--- src/cap_pkg.sv ---
package cap_pkg;
  // Register map
  localparam logic [7:0] CAP_ONE_ADDR = 8'h20;
  localparam logic [7:0] CAP_ONE_RESET = 8'h00;
  // Field positions inside the capability byte
  localparam int FREEZE_BIT = 7;
  localparam int MODE_LSB_BIT = 6;
  localparam int FREQ_REQ_BIT = 5;
  localparam int EQ_REQ_BIT = 4;
  localparam int TWO_LINK_BIT = 3;
  localparam int CHAN_ROLE_BIT = 2;
  localparam int FIELD_LSB = 2;
  localparam int FIELD_MSB = 7;
  localparam logic [1:0] LOW_BITS_ZERO = 2'h0;

  // Combined fast control channel mode codes
  localparam logic [2:0] MODE_NORMAL = 3'h0;
  localparam logic [2:0] MODE_GPIO_ONE = 3'h1;
  localparam logic [2:0] MODE_GPIO_TWO = 3'h2;
  localparam logic [2:0] MODE_GPIO_FOUR = 3'h3;
  localparam logic [2:0] MODE_SPI_FWD = 3'h6;
  localparam logic [2:0] MODE_SPI_REV = 3'h7;
  localparam logic [2:0] GPIO_NONE = 3'h0;
  localparam logic [2:0] GPIO_ONE = 3'h1;
  localparam logic [2:0] GPIO_TWO = 3'h2;
  localparam logic [2:0] GPIO_FOUR = 3'h4;
  localparam logic [1:0] SPI_NONE = 2'h0;
  localparam logic [1:0] SPI_FWD = 2'h1;
  localparam logic [1:0] SPI_REV = 2'h2;

  // Bits 7..2 of the capability byte, msb first
  typedef struct packed {
    logic freeze;
    logic mode_lsb;
    logic freq_req;
    logic eq_req;
    logic two_link;
    logic chan_role;
  } cap_fields_t;

  localparam cap_fields_t CAP_FIELDS_RESET = cap_fields_t'(CAP_ONE_RESET[FIELD_MSB:FIELD_LSB]);
endpackage : cap_pkg

--- src/cap_if.sv ---
interface cap_if;
  import cap_pkg::*;
  logic wr;
  cap_fields_t wdata;
  logic load;
  cap_fields_t report;
  cap_fields_t value;
  modport store (input wr, input wdata, input load, input report, output value);
  modport ctrl (output wr, output wdata, output load, output report, input value);
endinterface : cap_if

--- src/cap_store.sv ---
module cap_store
  import cap_pkg::*;
(
  input wire logic i_mclk,
  input wire logic i_nrst,
  cap_if.store port
);
  typedef struct packed {
    cap_fields_t cap;
  } store_state_t;

  store_state_t q, d;

  // Software write beats an automatic load in the same cycle
  always_comb begin
    d = q;
    if (port.wr) begin
      d.cap = port.wdata;
    end else if (port.load && !q.cap.freeze) begin
      d.cap = port.report;
      d.cap.freeze = q.cap.freeze;
    end
  end

  // Synchronous reset to the documented default
  always_ff @(posedge i_mclk) begin
    if (!i_nrst) begin
      q <= '{cap: CAP_FIELDS_RESET};
    end else begin
      q <= d;
    end
  end

  assign port.value = q.cap;
endmodule : cap_store

--- src/remote_receiver_capability_reg.sv ---
// Contract
// - Freeze bit 7 set blocks automatic capability loads from the control channel.
// - While frozen, capability fields keep the values software last wrote.
// - Bit 6 is the low bit of the three-bit fast control mode.
// - After receive lock, reported remote capabilities load automatically unless frozen.
// - Bit 5 set makes the device send the frequency training pattern.
// - Bit 4 set makes the device send the equalization training pattern.
// - Bit 3 tells whether the remote receiver can run two links.
// - Bit 2 gives channel role: 0 primary channel 0, 1 secondary channel 1.
// - Second-port select makes register accesses reach the second link's copy.
// - All fields are software readable and writable and reset to zero.
// - Second-port select steers primary-address accesses; ignored with second address enabled.
// - Mode 000 normal, 001/010/011 one/two/four fast GPIOs, 110/111 forward/reverse SPI.
module remote_receiver_capability_reg
  import cap_pkg::*;
(
  input wire logic i_mclk,
  input wire logic i_nrst,
  input wire logic [7:0] i_reg_addr,
  input wire logic i_reg_wr,
  input wire logic [7:0] i_reg_wdata,
  input wire logic i_reg_rd,
  input wire logic i_reg_via_second_addr,
  input wire logic i_second_port_select,
  input wire logic i_second_host_address_enable,
  input wire logic [1:0] i_rx_lock,
  input wire logic [1:0] i_report_valid,
  input wire logic [4:0] i_report_link0,
  input wire logic [4:0] i_report_link1,
  input wire logic [1:0] i_mode_upper_link0,
  input wire logic [1:0] i_mode_upper_link1,
  output logic [7:0] o_reg_rdata,
  output logic [1:0] o_freq_training_request,
  output logic [1:0] o_eq_training_request,
  output logic [1:0] o_two_link_capable,
  output logic [1:0] o_chan_role,
  output logic [2:0] o_fast_gpio_count_link0,
  output logic [2:0] o_fast_gpio_count_link1,
  output logic [1:0] o_fast_spi_link0,
  output logic [1:0] o_fast_spi_link1
);
  typedef struct packed {
    logic [7:0] rdata;
    logic [1:0] freq;
    logic [1:0] eq;
    logic [1:0] two_link;
    logic [1:0] role;
    logic [2:0] gpio0;
    logic [2:0] gpio1;
    logic [1:0] spi0;
    logic [1:0] spi1;
  } top_state_t;

  localparam top_state_t TOP_RESET = '{
    rdata: CAP_ONE_RESET, freq: 2'h0, eq: 2'h0, two_link: 2'h0, role: 2'h0,
    gpio0: GPIO_NONE, gpio1: GPIO_NONE, spi0: SPI_NONE, spi1: SPI_NONE
  };

  // Capability fields back into a register byte, low two bits unmapped here
  function automatic logic [7:0] cap_byte(input cap_fields_t c);
    cap_byte = {c, LOW_BITS_ZERO};
  endfunction : cap_byte

  // Number of fast GPIOs that a mode carries
  function automatic logic [2:0] gpio_count(input logic [2:0] mode);
    case (mode)
      MODE_GPIO_ONE: gpio_count = GPIO_ONE;
      MODE_GPIO_TWO: gpio_count = GPIO_TWO;
      MODE_GPIO_FOUR: gpio_count = GPIO_FOUR;
      default: gpio_count = GPIO_NONE;
    endcase
  endfunction : gpio_count

  // SPI direction of a mode; reserved codes give none
  function automatic logic [1:0] spi_kind(input logic [2:0] mode);
    case (mode)
      MODE_SPI_FWD: spi_kind = SPI_FWD;
      MODE_SPI_REV: spi_kind = SPI_REV;
      default: spi_kind = SPI_NONE;
    endcase
  endfunction : spi_kind

  // Which link's copy an access reaches
  function automatic logic pick_second(input logic via_second, input logic sel,
                                       input logic second_addr_en);
    pick_second = second_addr_en ? via_second : sel;
  endfunction : pick_second

  cap_if link0_bus ();
  cap_if link1_bus ();

  top_state_t q, d;
  logic hit_cap;
  logic to_second;
  logic [2:0] mode0;
  logic [2:0] mode1;

  // Address decode and port steering
  assign hit_cap = (i_reg_addr == CAP_ONE_ADDR);
  assign to_second = pick_second(i_reg_via_second_addr, i_second_port_select,
                                 i_second_host_address_enable);

  // Writes go to one link only; a write with freeze set protects it
  assign link0_bus.wr = i_reg_wr && hit_cap && !to_second;
  assign link1_bus.wr = i_reg_wr && hit_cap && to_second;
  assign link0_bus.wdata = cap_fields_t'(i_reg_wdata[FIELD_MSB:FIELD_LSB]);
  assign link1_bus.wdata = cap_fields_t'(i_reg_wdata[FIELD_MSB:FIELD_LSB]);

  // Reports only count while the link holds receive lock
  assign link0_bus.load = i_rx_lock[0] && i_report_valid[0];
  assign link1_bus.load = i_rx_lock[1] && i_report_valid[1];
  assign link0_bus.report = cap_fields_t'({1'b0, i_report_link0});
  assign link1_bus.report = cap_fields_t'({1'b0, i_report_link1});

  cap_store u_cap_store0 (
    .i_mclk (i_mclk),
    .i_nrst (i_nrst),
    .port (link0_bus.store)
  );

  cap_store u_cap_store1 (
    .i_mclk (i_mclk),
    .i_nrst (i_nrst),
    .port (link1_bus.store)
  );

  // Full mode: upper bits come from the second capability register
  assign mode0 = {i_mode_upper_link0, link0_bus.value.mode_lsb};
  assign mode1 = {i_mode_upper_link1, link1_bus.value.mode_lsb};

  // Next state of read data and link controls
  always_comb begin
    d = q;
    d.rdata = CAP_ONE_RESET;
    if (i_reg_rd && hit_cap) begin
      d.rdata = to_second ? cap_byte(link1_bus.value) : cap_byte(link0_bus.value);
    end
    d.freq = {link1_bus.value.freq_req, link0_bus.value.freq_req};
    d.eq = {link1_bus.value.eq_req, link0_bus.value.eq_req};
    d.two_link = {link1_bus.value.two_link, link0_bus.value.two_link};
    d.role = {link1_bus.value.chan_role, link0_bus.value.chan_role};
    d.gpio0 = gpio_count(mode0);
    d.gpio1 = gpio_count(mode1);
    d.spi0 = spi_kind(mode0);
    d.spi1 = spi_kind(mode1);
  end

  // Every output is a flop; outputs lag the stored fields by one cycle
  always_ff @(posedge i_mclk) begin
    if (!i_nrst) begin
      q <= TOP_RESET;
    end else begin
      q <= d;
    end
  end

  assign o_reg_rdata = q.rdata;
  assign o_freq_training_request = q.freq;
  assign o_eq_training_request = q.eq;
  assign o_two_link_capable = q.two_link;
  assign o_chan_role = q.role;
  assign o_fast_gpio_count_link0 = q.gpio0;
  assign o_fast_gpio_count_link1 = q.gpio1;
  assign o_fast_spi_link0 = q.spi0;
  assign o_fast_spi_link1 = q.spi1;
endmodule : remote_receiver_capability_reg

--- config.mk ---
export PLATFORM = sky130hd
export DESIGN_NAME = remote_receiver_capability_reg
export DESIGN_NICKNAME = d
export VERILOG_FILES = /design/src/cap_pkg.sv /design/src/cap_if.sv /design/src/cap_store.sv /design/src/remote_receiver_capability_reg.sv
export SDC_FILE = /design/constraint.sdc
export NUM_CORES = 1
export LEC_CHECK = 0
export BUFFER_PORTS_ARGS = -buffer_cell sky130_fd_sc_hd__buf_2
export CAP_MARGIN = 40
export CORE_MARGIN = 4
export CORE_UTILIZATION = 48
export CTS_CLUSTER_SIZE = 8
export DETAILED_ROUTE_END_ITERATION = 8
export PLACE_DENSITY = 0.83
export SLEW_MARGIN = 0
export SYNTH_ARGS = -nofsm -noshare
export SYNTH_HDL_FRONTEND = slang
export SYNTH_SLANG_ARGS = --single-unit
export TNS_END_PERCENT = 1
--- constraint.sdc ---
create_clock -name i_mclk -period 2.5 [get_ports i_mclk]
set_input_delay 0.75 -clock i_mclk [delete_from_list [all_inputs] [get_ports i_mclk]]
set_output_delay 0.75 -clock i_mclk [all_outputs]
set_load 0.05 [all_outputs]
After elaboration in Yosys (flattened, before gate mapping)
Index checks and enable logic that the tools add are counted.
Operators by class
  equality and inequality tests: 11
  muxes and demuxes: 10
  reduce and logical (&&, ||, !) cells: 14
Operator list (count)
  $pmux W3 S3: 2
  $eq A3 B2 Y1 const B: 4
  $eq A3 B3 Y1 const B: 4
  $mux W6: 2
  $mux W5: 2
  $eq A8 B6 Y1 const B: 1
  $logic_and A1 B1 Y1: 8
  $mux W8: 1
  $pmux W2 S2: 2
  $eq A3 B1 Y1 const B: 2
  $reduce_bool A2 Y1: 2
  $logic_not A1 Y1: 3
  $reduce_and A2 Y1: 1
  $mux W1: 1
Word-level totals
  register bits: 38
  bits of input ports: 41
  output and inout port bits: 26

Depth between registers and ports, before layout
  depth after elaboration: 4
  gate-level depth with buffers: 4
  depth with buffers taken out: 3

Modules after synthesis
A second synthesis with hierarchy kept.
Unflattened totals
  cells, all modules: 125
  area, all modules: 1321.3 um^2
Modules (own cells, without submodules)
  remote_receiver_capability_reg: instances 1, cells an instance 73, area each 800.8 um^2
  cap_store: instances 2, cells an instance 26, area each 260.2 um^2

Worst setup path after synthesis
OpenSTA, ideal clock, no wires.
  path type: input to register
  start: in i_reg_addr[3]
  end: reg u_cap_store0.q (netlist bit u_cap_store0.port.value[0])
  arrival time: 1.808 ns
  required time: 2.371 ns
  slack: 0.563 ns
  cell stages on the path: 4
  path buffers: 1
  cells stage by stage: or4_1 -> buf_6 -> o41ai_1 -> a21oi_1
Between the ends
  longest elaborated chain between the ends: 4
  elaborated cells between the ends (all ways): 5
RTL lines
  start, declared: RTL line remote_receiver_capability_reg.sv:19  | input wire logic [7:0] i_reg_addr,
  $eq A8 B6 Y1 *: RTL line remote_receiver_capability_reg.sv:99  | assign hit_cap = (i_reg_addr == CAP_ONE_ADDR);
  $logic_and A1 B1 Y1 * (2 in series): RTL line remote_receiver_capability_reg.sv:104  | assign link0_bus.wr = i_reg_wr && hit_cap && !to_second;
  $mux W6 / $reduce_bool A2 Y1 (equally long branches)
  end signal, assigned: RTL line cap_store.sv:28  | q <= '{cap: CAP_FIELDS_RESET};
  end, declared: RTL line cap_store.sv:12  | store_state_t q, d;
Mark *: on every way between the ends. The rest lies on a longest branch, timed or not. The select of a mux whose other input is x is not followed.
A chain may end at the register's enable or synchronous reset.

Worst setup path in the final report
Same ends and word-level chain as after synthesis.

==> flow_summary.ini <==
[run_status]
status = completed

[worst_setup_path]
slowest_stage = or4_1
critical_path.cell_chain = buf_2, or4_1, o41ai_1, a21oi_1
worst_ep_arrival_time_ns = 2.16
end_kind = flip-flop
worstSetupPathType = input pin to flip-flop
crit_fanout = 10
critPathMaxStageDelay_ns = 0.69
required_ns = 2.71
startpoint_type = input pin

[global_routing]
antenna_found_initial = 0
grt_util_all_layers_pct = 18.3
use_met1_pct = 19.2
gr-total-overflow = 0
grt_max_degree = 27
grt_first_pass_wirelength_mm = 4.94
grt_util_met2_pct = 32.3
grt_pass1_vias = 1113
top_usage_layer = met2
use_met3_pct = 5.87

[detailed_routing]
totalWireLength_mm = 3.18
route.detailed.drc = 0
wire_per_inst_um = 13.7
route.antenna.remaining_nets = 0
num_vias = 1219
drt-pass1-iter-count = 4
via_per_inst = 5.28
drtIter0Drc = 34

[pwr]
p_comb_share_pct = 12.4
powerDensity_nw_per_um2 = 639
switching_share_pct = 24.2
seqPwrFrac_pct = 53.2
internal-power_uw = 851
worst_ir_drop_vdd_mv = 0.672
p_sw_uw = 272
clkPwrFrac_pct = 34.4
p_leak_nw = 0.837

[final_layout]
final_cell_mix = buf_2 (62), dfxtp_1 (36), nand2_1 (19), a21oi_1 (16), mux2i_1 (13)
drive_above_1_share_pct = 35.5
area_delta_synth_final_pct = 28.2
nets = 240
fin_cells = 231
final_common_cell = buf_2
n_antenna_cell = 0

[floorplanning]
die_area_um2 = 3770
chipHeight_um = 61.4
io_pins = 67
rows = 19
core-area_um2 = 2730
fp.dieW_um = 61.4
start_util_pct = 50.1

[timing]
fin_crit_sh_pct = 78.0
hold_viol = 0
finClkSkew_ns = 0.0110
slew_headroom_pct = 64.8
setup_violations = 0
fin_setup_tns_ns = 0
fmax_ghz = 0.513
drv_slew = 0
grt_setup_unrepaired = false
post-route-min-period_ns = 1.95
tightest_slew_ns = 0.520

[yosys]
avgSynthCellArea_um2 = 10.0
synth-seq-cells = 36
yosys-top-cells-area = dfxtp_1 (53%), mux2i_1 (9.5%), o41ai_1 (6.4%)
ys_seq_area_share_pct = 52.6
yosys.area.top_type = dfxtp_1
yosysWarnings = 0
synth_top_area_share_pct = 52.6
syn_inst = 137
ys_types = 23
syn_area_um2 = 1370

[hold_path]
hp-class = flip-flop to flip-flop

[cts]
post_cts_resized = 0
cts-root-buf = clkbuf_4
htreeDepth = 2
post_cts_buffers = 0
cts_made_buffers = 5
clk_path_buf_depth = 2
tritoncts = built
clkTransAtPathRegs_ns = 0.11
insertion_delay_ns = 0.33
cts_hold_repair.buffers = 0
cts_sinks = 36

[placed_design]
gp_congestion = 0.796
dp_hpwl_mm = 2.53
dpl.cell_count = 223
port_buffers = 62

[job]
drv_cap = 0
power by group through the flow:
stage               Clock (mW)  Sequential (mW)  Combinational [mW]
floorplan                    0            0.635              0.0634
global placement             0            0.610               0.134
detailed placement           0            0.610               0.139
CTS                      0.397            0.597               0.140
global route             0.429            0.600               0.150
finish                   0.387            0.597               0.139
cells in the mapped netlist:
| library cell | n |
|---|---|
| mux2i_1 | 13 |
| buf_2 | 1 |
| buf_6 | 1 |
| clkbuf_1 | 5 |
| nor4_1 | 1 |
| nand2b_1 | 5 |
| or4b_1 | 1 |
| and2_1 | 8 |
| a21oi_1 | 16 |
| nor4b_1 | 1 |
| nand2_1 | 19 |
| nand3b_1 | 2 |
| conb_1 | 1 |
| nor2_1 | 2 |
| or4_1 | 1 |
| buf_4 | 2 |
| nor4bb_1 | 2 |
| dfxtp_1 | 36 |
| nand4_1 | 3 |
| o41ai_1 | 10 |
| nor3_1 | 2 |
| mux2_2 | 1 |
| nor3b_1 | 4 |
per-layer routing:
metal / vias to the layer above / wire [µm]
met3: 7 / 217
met4: 0 / 82
met5: - / 0
met1: 559 / 1250
li1: 613 / -
met2: 40 / 1630
kinds of logic (layout without fill, tap and decap cells):
| group | Yosys count | count (layout) | synth area share [%] |
|---|---|---|---|
| AOI/OAI and AO/OA | 26 | 26 | 12.2 |
| buffers and inverters | 9 | 71 | 3.65 |
| DFF | 36 | 36 | 52.6 |
| muxes | 14 | 14 | 10.3 |
| other | 1 | 2 | 0.274 |
| and+or+nand+nor | 51 | 51 | 20.9 |
critical path, delay by kind of cell:
family	cells	cell delay [ns]
buffers and inverters	1	0.10
AOI/OAI and AO/OA	2	0.62
and+or+nand+nor	1	0.69
metrics by stage:
step | hold slack (ns) | total power, mW | instance area (µm²) | util, % | setup WS, ns
after detailed placement | 0.463 | 0.750 | 1680 | 61.5 | 0.188
after global placement | 0.454 | 0.743 | 1680 | 61.5 | 0.304
after floorplan | 0.440 | 0.699 | 1370 | - | 0.563
after CTS | 0.485 | 1.13 | 1760 | 64.3 | 0.543
after global routing | 0.515 | 1.18 | 1760 | 64.3 | 0.409
final | 0.485 | 1.12 | 1760 | 64.3 | 0.549
area by class of cell:
type | instances | area [µm²]
clock buffers | 6 | 41.3
repair buffers | 63 | 318
flip-flops and latches | 36 | 721
fillers | 225 | 977
clock inverters | 2 | 35.0
multi-input cells | 93 | 603
well taps | 31 | 38.8
final timing paths:
| kind | start | end | slack (ns) | cells past startpoint |
|---|---|---|---|---|
| setup / recovery | i_reg_addr[3] | u_cap_store0.port.value[0]$_SDFFE_PN0P_ | 0.55 | 4 |
| hold / removal | u_cap_store0.port.value[5]$_SDFFE_PN0P_ | o_reg_rdata[7]$_SDFF_PN0_ | 0.48 | 2 |
| setup reg to reg | u_cap_store0.port.value[5]$_SDFFE_PN0P_ | u_cap_store0.port.value[0]$_SDFFE_PN0P_ | 1.35 | 3 |
| hold reg to reg | u_cap_store0.port.value[5]$_SDFFE_PN0P_ | o_reg_rdata[7]$_SDFF_PN0_ | 0.48 | 2 |
sequential cells by signal, indices dropped and copies added, names as in the netlist:
signal	flops
o_reg_rdata	6
u_cap_store0.port.value	6
u_cap_store1.port.value	6
o_fast_gpio_count_link0	3
o_fast_gpio_count_link1	3
o_chan_role	2
o_eq_training_request	2
o_fast_spi_link0	2
o_fast_spi_link1	2
o_freq_training_request	2
o_two_link_capable	2
Power figures use the tool's default switching activity.
